===== config.mk =====
export PLATFORM = sky130hd
export DESIGN_NAME = mise_exec
export DESIGN_NICKNAME = d
export VERILOG_FILES = /design/src/rtl/mise_pkg.sv /design/src/rtl/mise_page_regs.sv /design/src/rtl/mise_exec.sv
export VERILOG_INCLUDE_DIRS = /design/src /design/src/rtl
export SDC_FILE = /design/constraint.sdc
export NUM_CORES = 1
export LEC_CHECK = 0
export BUFFER_PORTS_ARGS = -buffer_cell sky130_fd_sc_hd__buf_4
export CAP_MARGIN = 30
export CORE_ASPECT_RATIO = 0.7
export CORE_UTILIZATION = 66
export DETAILED_ROUTE_END_ITERATION = 6
export GPL_TIMING_DRIVEN = 0
export PLACE_DENSITY = 0.84
export SLEW_MARGIN = 20
export SYNTH_ARGS = -nofsm -noshare
export SYNTH_HDL_FRONTEND = slang
export SYNTH_HIERARCHICAL = 1
export SYNTH_SLANG_ARGS = --single-unit
export TNS_END_PERCENT = 10

===== constraint.sdc =====
create_clock -name ref_clk -period 6.13 [get_ports ref_clk]
set_input_delay 1.226 -clock ref_clk [delete_from_list [all_inputs] [get_ports ref_clk]]
set_output_delay 1.226 -clock ref_clk [all_outputs]
set_load 0.02 [all_outputs]

===== src/rtl/mise_consts.svh =====
// Function
// [RULE_01] OR-immediate ORs 8-bit operand into accumulator, sets only zero flag, one cycle.
// [RULE_02] Page-read copies secondary page register 0..15 into accumulator, one cycle, no flags.
// [RULE_03] Page-write stores accumulator into page register 0..15, one cycle, no flags.
// [RULE_04] Long-call pushes program counter plus one and advances stack pointer.
// [RULE_05] Long-call then loads 10-bit target into program counter; two cycles, no flags.
// [RULE_06] Long-jump loads 10-bit target, leaves stack alone; two cycles, no flags.
// [RULE_07] Load-immediate writes 8-bit value into accumulator, one cycle, flags unchanged.
// [RULE_08] Zero flag is one when OR result is zero, otherwise cleared.
`ifndef MISE_CONSTS_SVH
`define MISE_CONSTS_SVH
`define MISE_ACC_RST 8'h00
`define MISE_PC_RST 10'h000
`define MISE_SP_RST 3'h0
`define MISE_PAGE_RST 8'h00
`define MISE_SHORT_CYC 2'h1
`define MISE_LONG_CYC 2'h2
`endif


===== src/rtl/mise_pkg.sv =====
package mise_pkg;
    typedef enum logic [2:0] {
        MISE_NOP, MISE_OR_IMM, MISE_PG_RD, MISE_PG_WR, MISE_LONG_CALL_OP_OP, MISE_LJUMP_OP, MISE_LD_IMM
    } mise_op_e;
    typedef struct packed {
        logic valid;
        mise_op_e op;
        logic [9:0] operand;
    } mise_instr_s;
    typedef struct packed {
        logic valid;
        logic [9:0] addr;
    } mise_push_s;
endpackage


===== src/rtl/mise_page_regs.sv =====
`timescale 1ns/1ns
`default_nettype none
// Sixteen-entry secondary page register file; one write port, one read port.
module mise_page_regs #(
    parameter int DEPTH = 16
) (
    input wire logic ref_clk,
    input wire logic rst_n,
    input wire logic wr_en,
    input wire logic [3:0] addr,
    input wire logic [7:0] wr_data,
    output logic [7:0] rd_data
);
`include "mise_consts.svh"
    logic [7:0] mem_q [DEPTH];
    // The operand carries a 4-bit index, so any other depth cannot be addressed.
    if (DEPTH != 16) begin : g_depth_check
        $error("mise_page_regs: DEPTH must be 16");
    end
    // Storage resets so that reads after reset return a defined value.
    always_ff @(posedge ref_clk or negedge rst_n) begin
        if (!rst_n) begin
            for (int i = 0; i < DEPTH; i++) mem_q[i] <= `MISE_PAGE_RST;
        end else if (wr_en) begin
            mem_q[addr] <= wr_data; // RULE_03
        end
    end
    // Read is combinational so the accumulator loads in the same cycle.
    assign rd_data = mem_q[addr];
endmodule // mise_page_regs
`default_nettype wire


===== src/rtl/mise_exec.sv =====
`timescale 1ns/1ns
`default_nettype none
// Executes the six-instruction subset against accumulator, zero flag, stack and page regs.
module mise_exec #(
    parameter int STACK_DEPTH = 4
) (
    input wire logic ref_clk,
    input wire logic rst_n,
    input wire mise_pkg::mise_instr_s instr,
    output logic instr_ready,
    output logic [7:0] accumulator,
    output logic zero_flag,
    output logic [9:0] program_counter,
    output logic [2:0] stack_ptr,
    output mise_pkg::mise_push_s push
);
    import mise_pkg::*;
`include "mise_consts.svh"
    typedef struct packed {
        logic [7:0] acc;
        logic z;
        logic [9:0] pc;
        logic [2:0] sp;
        logic busy;
        logic [9:0] target;
        mise_push_s push;
    } mise_state_s;
    mise_state_s st_q, st_d;
    logic [7:0] page_rd;
    logic page_we;
    // The stack pointer is three bits wide, so deeper stacks cannot be tracked.
    if (STACK_DEPTH < 1 || STACK_DEPTH > 7) begin : g_depth_check
        $error("mise_exec: STACK_DEPTH out of range");
    end
    mise_page_regs #(.DEPTH(16)) u_page (
        .ref_clk(ref_clk),
        .rst_n(rst_n),
        .wr_en(page_we),
        .addr(instr.operand[3:0]),
        .wr_data(st_q.acc),
        .rd_data(page_rd)
    );
    // Two-cycle branches hold off the next instruction during their second cycle.
    assign instr_ready = !st_q.busy;
    assign page_we = instr.valid && instr_ready && instr.op == MISE_PG_WR; // RULE_03
    // Next-state logic; flags change only on OR-immediate.
    always_comb begin
        logic [7:0] orv;
        orv = st_q.acc | instr.operand[7:0];
        st_d = st_q;
        st_d.push.valid = 1'b0;
        if (st_q.busy) begin
            st_d.busy = 1'b0;
            st_d.pc = st_q.target; // RULE_05 RULE_06
        end else if (instr.valid) begin
            st_d.pc = st_q.pc + 10'h001;
            case (instr.op)
                MISE_OR_IMM: begin
                    st_d.acc = orv; // RULE_01
                    st_d.z = (orv == 8'h00); // RULE_08
                end
                MISE_LD_IMM: st_d.acc = instr.operand[7:0]; // RULE_07
                MISE_PG_RD: st_d.acc = page_rd; // RULE_02
                MISE_LONG_CALL_OP_OP: begin
                    st_d.push.valid = 1'b1; // RULE_04
                    st_d.push.addr = st_q.pc + 10'h001;
                    st_d.sp = st_q.sp + 3'h1;
                    st_d.busy = 1'b1;
                    st_d.target = instr.operand;
                end
                MISE_LJUMP_OP: begin
                    st_d.busy = 1'b1; // RULE_06
                    st_d.target = instr.operand;
                end
                default: ;
            endcase
        end
    end
    always_ff @(posedge ref_clk or negedge rst_n) begin
        if (!rst_n) begin
            st_q <= '{acc: `MISE_ACC_RST, z: 1'b0, pc: `MISE_PC_RST, sp: `MISE_SP_RST,
                      busy: 1'b0, target: 10'h000, push: '0};
        end else begin
            st_q <= st_d;
        end
    end
    assign accumulator = st_q.acc;
    assign zero_flag = st_q.z;
    assign program_counter = st_q.pc;
    assign stack_ptr = st_q.sp;
    assign push = st_q.push;

    logic take;
    assign take = instr.valid && instr_ready;
endmodule // mise_exec
`default_nettype wire


Yosys cells after proc, flatten, opt, wreduce, memory -nomap -nowiden
Index checks and enable logic that the tools add are counted.
{ "totals": {"ff_bits": 172, "elab_cells": 63} }
{ "op_classes": {"addsub": 2, "n_lt_le_gt_ge": 2, "eq_ne": 6, "n_mux": 14, "bitwise": 3, "n_reduce_logical": 12} }
{ "op_table": {"columns": ["operator", "count"], "rows": [
  ["128-bit bitwise mux", 1],
  ["35-bit 2-to-1 mux", 1],
  ["11-bit 2-to-1 mux", 3],
  ["8-bit binary-select mux with 4-bit select", 1],
  ["8-bit demux with 4-bit select", 1],
  ["8-bit 2-to-1 mux", 3],
  ["8-bit case mux with 3 select lines", 1],
  ["3-bit AND reduction", 4],
  ["10-bit by 1-bit adder with 10-bit output (second input constant)", 1],
  ["10-bit 2-to-1 mux", 1],
  ["3-bit equality test (second input constant)", 3],
  ["8-bit zero test", 1],
  ["8-bit bitwise OR", 1],
  ["3-bit by 2-bit equality test with 1-bit output (second input constant)", 2],
  ["5-bit >= comparator (second input constant)", 1],
  ["5-bit by 1-bit < comparator with 1-bit output (second input constant)", 1],
  ["4-bit inverter with 5-bit output", 1],
  ["3-bit by 1-bit adder with 3-bit output (second input constant)", 1],
  ["3-bit by 1-bit equality test with 1-bit output (second input constant)", 1],
  ["1-bit logical AND", 3],
  ["3-bit 2-to-1 mux", 1],
  ["3-bit nonzero test", 1],
  ["2-bit nonzero test", 1],
  ["2-bit OR reduction", 1],
  ["3 further kinds", 3]
]} }

Depth between registers and ports, before layout
Gate-level depths: netlist of the first run.
{ "logic_depth": {"word_depth": 6, "mapped_depth": 8} }

Cells and area by module
The synthesis of the first run kept the hierarchy.
{ "by_module_without_submodules": {"columns": ["module", "instances", "cells_each", "area_per_inst_um2"], "rows": [
  ["mise_page_regs", 1, 368, 5983.2],
  ["mise_exec", 1, 246, 2426.1]
]} }

Worst setup path before layout of the first run
OpenSTA, ideal clock, no wires.
{ "synth_timing": {"path_kind": "input to register", "start": "input instr[12] in the netlist's numbering", "end": "register u_page/mem_q[10] in the netlist's numbering", "setup_ns": 0.125, "arrival_ns": 2.862, "setup_slack_ns": 3.143, "stages": 8, "n_path_buf": 3, "path_cell_list": "buf_4 -> nor3b_2 -> and3_1 -> buf_4 -> nand2_1 -> nor4bb_1 -> buf_4 -> mux2_2"} }
{ "synth_via": {"elab_chain_len": 2} }
{ "synth_lines": {"columns": ["item", "line", "rtl"], "rows": [
  ["start: declaration", "mise_exec.sv:9", "input wire mise_pkg::mise_instr_s instr,"],
  ["3-bit by 2-bit equality test with 1-bit output", "mise_exec.sv:45", "assign page_we = instr.valid && instr_ready && instr.op == MISE_PG_WR;"],
  ["1-bit logical AND", "mise_exec.sv:45", null],
  ["net page_we", "mise_exec.sv:30", "logic page_we;"],
  ["end signal: indexed assignment", "mise_page_regs.sv:25", "mem_q[addr] <= wr_data;"],
  ["end: declaration", "mise_page_regs.sv:15", "logic [7:0] mem_q [DEPTH];"]
]} }
The timed path passes the listed nets, and every way through them passes these cells.
A chain may end at the register's enable or synchronous reset.

Worst setup path after layout of the first run
{ "layout_timing": {"start": "input instr[12] in the netlist's numbering", "end": "register u_page/mem_q[57] in the netlist's numbering"} }
The elaborated chain is that of the path after synthesis.

==> results of run 1 <==
==> routing by layer <==
| layer | vias up | GRT usage, % | part of all wire, % |
|---|---|---|---|
| met2 | 168 | 48.3 | 46 |
| met5 | - | 0 | 0 |
| met4 | 0 | 10.9 | 1.8 |
| met1 | 2770 | 44.6 | 44 |
| met3 | 32 | 9.29 | 7.4 |
| li1 | 2328 | - | - |
==> through the flow <==
step	setup WS [ps]	cells
finish	3190	856
CTS	3220	856
global route	3140	856
floorplan	3140	614
detailed placement	2840	824
global placement	2840	823
==> worst register-to-register path, cell delays in order (launching register included) <==
cell      delay, ps
dfrtp_1         410
clkbuf_1        270
nor3b_2         280
and3_1          210
buf_4           200
nand2_1         180
nor4_4          580
mux2_2          420
==> power breakdown <==
group          leakage (nW)  total [mW]  switching, mW  internal, mW
Sequential             2.30        1.44          0.156          1.29
Clock                 0.267        1.01          0.434         0.574
Combinational          1.97       0.765          0.381         0.383
Total                  4.54        3.22          0.972          2.24
==> flip-flops by register name (all words and copies together) (netlist names) <==
| name | count |
|---|---|
| u_page/mem_q | 128 |
| push | 11 |
| st_q | 11 |
| program_counter | 10 |
| accumulator | 8 |
| stack_ptr | 3 |
| zero_flag | 1 |
==> path summary, 6_finish.rpt <==
| path | start | to | slack (ps) | cells after the start |
|---|---|---|---|---|
| worst max-delay path | instr[12] | u_page/mem_q[57] | 3190 | 7 |
| worst min-delay path | stack_ptr[2] | stack_ptr[2] | 480 | 1 |
| worst max register to register | st_q[21] | u_page/mem_q[57] | 3460 | 7 |
| worst min register to register | stack_ptr[2] | stack_ptr[2] | 480 | 1 |
| max in group asynchronous | rst_n | u_page/mem_q[105] | 4510 | 2 |
| min in group asynchronous | rst_n | stack_ptr[2] | 760 | 1 |
==> Yosys cell counts (2+ instances only) <==
library cell  count
buf_4            43
mux2_2          130
a21oi_1           3
mux4_2           32
nor3b_2           3
xnor2_1          15
a22oi_1          16
nand4_1           2
xor2_1            4
nor4_2            2
inv_1             3
buf_6             6
nor2_4            2
nor4_1            4
nand2_1          42
nor3_4            2
o21ai_0           8
a2bb2oi_1         5
clkbuf_1         11
nand2b_1          5
and2b_1           2
nand4_2           2
nand3_1           5
mux2_1            9
dfrtp_1         172
nor2_2            2
nor2_1           22
mux2i_1           6
ha_1              2
nor4_4            2
o21ai_1          11
buf_2             7
nor2b_1           3
and3_1            2
nor3_1            7
o22ai_1           2
nand3_2           5
==> final cells by class <==
cell class,instances,area share [%]
plain buffers,69,4.97
clock buffers,20,4.67
clock inverters,12,1.20
inverters,4,0.157
multi-input cells,369,37.8
flip-flops and latches,172,45.0
well taps,162,2.12
repair buffers,48,4.06
==> cell families after synthesis <==
kind of cell               after synthesis
DFF                                    172
muxes                                  177
AOI/OAI and AO/OA                       48
adders and majority gates                2
buffers and inverters                   73
and+or+nand+nor                        123
xor gates and xnor gates                19
==> summary.txt, run 1 <==
Synth area leader - dfrtp_1
Max-capacitance violation count - 0
Layout area overhead - 13.7%
CP arrival - 3230 ps
Synth top area cells - dfrtp_1 51%, mux2_2 17%, mux4_2 8.6%, buf_4 3.8%, nand2_1 1.9%
Total congestion overflow - 0
CTS tree - yes
Die Wd - 137 um
CP required - 6430 ps
Largest net degree at the start of global routing - 96
First DRT Iteration DRCs - 441
Cells after Synth - 614
Post-DRT Antenna Nets - 0
Die Height - 96.4 um
Diode count - 0
CTS root buf - clkbuf_16
XOR/XNOR Fraction of Synth Area - 1.98%
Clock transition at path regs - 70 ps
Slowest cell on crit path - nor4_4
Synth Area in Compound Gates - 3.70%
# H-tree levels - 4
Final slew viol count - 0
Final setup violation count - 0
Hold-fix buffers, CTS - 0
DR vias - 5298
RSZ-0062 raised after global routing - false
Yosys reg bits - 172
Cell variety after synth - 52
Mux cell area share after synthesis - 27.9%
Wire per inst - 22.3 um
Most frequent cells in the layout - 172 x dfrtp_1, 130 x mux2_2, 89 x buf_4
HP Class - register to register
Combinational family with the most area after synthesis - multiplexers
Clock sink count - 172
Crit-path cells - buf_4, nor3b_2, and3_1, buf_4, nand2_1, nor4_4, mux2_2
Initial antenna violation count - 1
Multi-input logic area - 3610 sq um
Relative slew slack - 51.8%
Drt first pass iters - 7
Top cell type's share of synthesized area - 51.2%
CP Class - primary input to register
Num CTS Buffers - 17
Run status - finished, final reports clean
CTS resizes - 0
I/O pin cnt - 50
CP top delay family - simple AND/OR/NAND/NOR gates
Setup Fix Bufs, Post-CTS - 0
Post-Synth Adder-Cell Area - 0.298%
Util after Layout - 77.0%
Crit-path max cell delay - 580 ps
Most common cell after layout, fill and taps aside - dfrtp_1
Fmax - 0.341 GHz
Minimum clock period - 2940 ps
Fraction of registers with async set/reset - 100%
Total GRT Usage - 31.9%
Dpl cell area - 9000 sq um
Routed WL - 19100 um
Placed wire-length estimate - 13400 um
Hold slack - 480 ps
Syn_nets - 632
EDFF count, synth - 0
Global-route wire length before repair - 29900 um
Worst path most repeated cell - buf_4
Count of nets after finishing - 699
Initial core utilization - 67.7%
Critical Path Sink Type - register
Fin crit share - 47.9%
Final RePlAce weighted congestion - 0.899
Core footprint - 12400 sq um
# rows - 34
Vias/cell - 6.19
Mapped Avg Cell Area - 13.7 sq um
Vias in the first global route - 5483
Final hold violation count - 0
Fillers - 745
Design area - 9560 sq um
Leakage - 4.54 nW
Die area - 13200 sq um
Ys flop type - dfrtp_1
Layout cell share with drive strength beyond 1 - 46.8%
Pwr Total - 3.22 mW
CP bufs+invs - 2
DRC - 0
Register area share after synthesis - 51.2%
Clk_skew - 9.50 ps
Clock Latency Late Sink - 420 ps
Setup TNS - 0 ps
Peak VDD IR - 0.000303 V
CTS Buffer Depth - 2
Worst-Margin Slew - 717 ps
Pwr Density - 336 nW/um^2
Area of the mapped netlist - 8410 sq um
Critical path launch point type - primary input
Yosys warning count - 6
Post-Synth Simple-Gate Area - 9.11%
Port Buf Inserts - 47
Crit path max fanout - 10
Seq. cell area - 4300 sq um
Note: power is estimated with default switching activity, not from simulation.
==> run 2, diff against run 1 <==
ABC_AREA = 1   (was unset)
CORE_UTILIZATION = 61   (was 66)
PLACE_DENSITY = 0.79   (was 0.84)
clock period = 2.84 ns   (was 6.13 ns; I/O delays follow)
==> summary.txt, run 2 <==
Clk_skew - 9.25 ps
Area of the mapped netlist - 8550 sq um
Yosys reg bits - 172
First DRT Iteration DRCs - 843
Fmax - 0.396 GHz
Crit-path max cell delay - 460 ps
Cells after Synth - 1146
Pre-CTS WS - 275 ps
Placed wire-length estimate - 16700 um
Clock sink count - 172
Count of nets after finishing - 1234
Pwr Total - 7.03 mW
Num CTS Buffers - 17
Total GRT Usage - 34.9%
Wire per inst - 16.7 um
Cell variety after synth - 34
CP required - 3180 ps
CTS tree - yes
Initial core utilization - 63.8%
Inst Count DP - 1382
Mapped Avg Cell Area - 7.46 sq um
Design area - 9780 sq um
Multi-input logic area - 3550 sq um
Biggest register - u_page/mem_q
CP Class - register to register
CTS root buf - clkbuf_16
Minimum clock period - 2530 ps
Synth area leader - dfrtp_1
Setup Fix Bufs, Post-CTS - 0
Critical path launch point type - register
Fraction of registers with async set/reset - 100%
Pwr Density - 719 nW/um^2
Total congestion overflow - 0
EDFF count, synth - 0
Top cell type's share of synthesized area - 50.3%
Slowest cell on crit path - dfrtp_1
Final RePlAce weighted congestion - 0.957
DRC - 0
Post-DRT Antenna Nets - 0
CTS Buffer Depth - 2
Failing checks - hold timing
Relative slew slack - 45.7%
Most frequent cells in the layout - 550 x nand2_1, 172 x dfrtp_1, 80 x buf_4
Yosys warning count - 6
Critical path origin - st_q[21]
Vias in the first global route - 6995
Max-capacitance violation count - 0
Final setup violation count - 0
Die area - 14500 sq um
Max FFs per register - 128
Synth top area cells - dfrtp_1 50%, nand2_1 24%, o21ai_0 3.2%, buf_4 2.9%, nor2_1 2.9%
Fin crit share - 88.9%
Layout area overhead - 14.3%
Layout cell share with drive strength beyond 1 - 14.3%
Final WS setup - 314 ps
I/O pin cnt - 50
Final hold violation count - 19
Count leader, synth - nand2_1
Largest net degree at the start of global routing - 74
Synth cell count leaders - 550 x nand2_1, 172 x dfrtp_1, 66 x nor2_1
# rows - 35
Seq. cell area - 4300 sq um
Vias/cell - 5.47
HP Class - primary input to asynchronous set/reset pin
RR Startpoint - st_q[21]
Final slew viol count - 0
Util after Layout - 73.0%
Fillers - 1070
Core footprint - 13400 sq um
Crit-path cells - inv_1, nand2_1, nor4_1, buf_2, inv_2, nor3_2, nand2_1, clkbuf_1, o21ai_0
Leakage - 5.21 nW
Most common cell after layout, fill and taps aside - nand2_1
DR vias - 7726
Ys flop type - dfrtp_1
CTS resizes - 0
Peak VDD IR - 0.000436 V
Clock Latency Late Sink - 430 ps
Diode count - 0
Syn_nets - 1164
Drt first pass iters - 6
Critical Path Sink Type - register
CP arrival - 2860 ps
Hold-fix buffers, CTS - 0
Setup TNS - 0 ps
Finished Layout Cells - 1413
Register area share after synthesis - 50.3%
Die Wd - 144 um
Initial antenna violation count - 0
Global-route wire length before repair - 37100 um
Crit path max fanout - 10
Clock transition at path regs - 70 ps
Hold slack - -5.49 ps
RSZ-0062 raised after global routing - false
Routed WL - 23600 um
Worst-Margin Slew - 814 ps
Port Buf Inserts - 48
# H-tree levels - 4
Die Height - 101 um
Dpl cell area - 9210 sq um
Run status - finished with violations
Worst path most repeated cell - nand2_1
==> run 2: cell types whose count changed after synthesis, sizes merged, moves of 25 or more <==
| cell | previous run | this run |
|---|---|---|
| a21oi | 3 | 48 |
| mux4 | 32 | 0 |
| inv | 4 | 51 |
| nor2 | 26 | 75 |
| nand2 | 44 | 557 |
| nand3 | 11 | 36 |
| mux2 | 139 | 0 |
| o21ai | 20 | 94 |
==> run 2: kinds of logic (layout without fill, tap and decap cells) <==
| logic type | Yosys count | in the layout | share of synthesized area [%] |
|---|---|---|---|
| AOI/OAI and AO/OA | 150 | 150 | 9.01 |
| and+or+nand+nor | 680 | 680 | 31.9 |
| xor gates and xnor gates | 4 | 4 | 0.410 |
| DFF | 172 | 172 | 50.3 |
| adders and majority gates | 2 | 2 | 0.293 |
| buffers and inverters | 138 | 220 | 8.11 |
==> run 2: power breakdown <==
part           total (mW)  switching [mW]  internal [mW]
Sequential           3.05           0.259           2.79
Clock                2.27            1.04           1.23
Combinational        1.71            1.04          0.667
Total                7.03            2.35           4.68
==> run 2: path summary, 6_finish.rpt <==
kind                                     end  slack [ps]  depth (start not counted)
setup / recovery           u_page/mem_q[121]         310                          9
hold / removal             u_page/mem_q[110]          -5                          1
setup reg to reg           u_page/mem_q[121]         310                          9
hold reg to reg                      push[3]         480                          2
max in group asynchronous   u_page/mem_q[22]        1870                          3
min in group ref_clk                st_q[20]         330                          3
==> run 2: metal layers <==
metal | wire [um] | vias to the layer above | track usage (%)
met1 | 11000 | 3620 | 55.2
met2 | 9790 | 371 | 47.8
met4 | 374 | 0 | 9.74
met3 | 2430 | 34 | 7.27
li1 | - | 3701 | -
met5 | 0 | - | 0
==> run 2: layout make-up <==
type,count,area share (%)
clock buffer,18,4.39
multi-input combinational,836,36.4
tap,185,2.37
sequential,172,44.0
buffer,85,5.00
inverter,53,2.09
clock inverter,13,1.39
timing repair buffer,51,4.38
==> run 2: worst max-delay path, delay by kind of cell, from the launching register on <==
family,cells,cell delay (ps)
AND/OR/NAND/NOR,4,1040
flip-flops,1,460
AO/OA/AOI/OAI,1,250
buffers and inverters,4,690
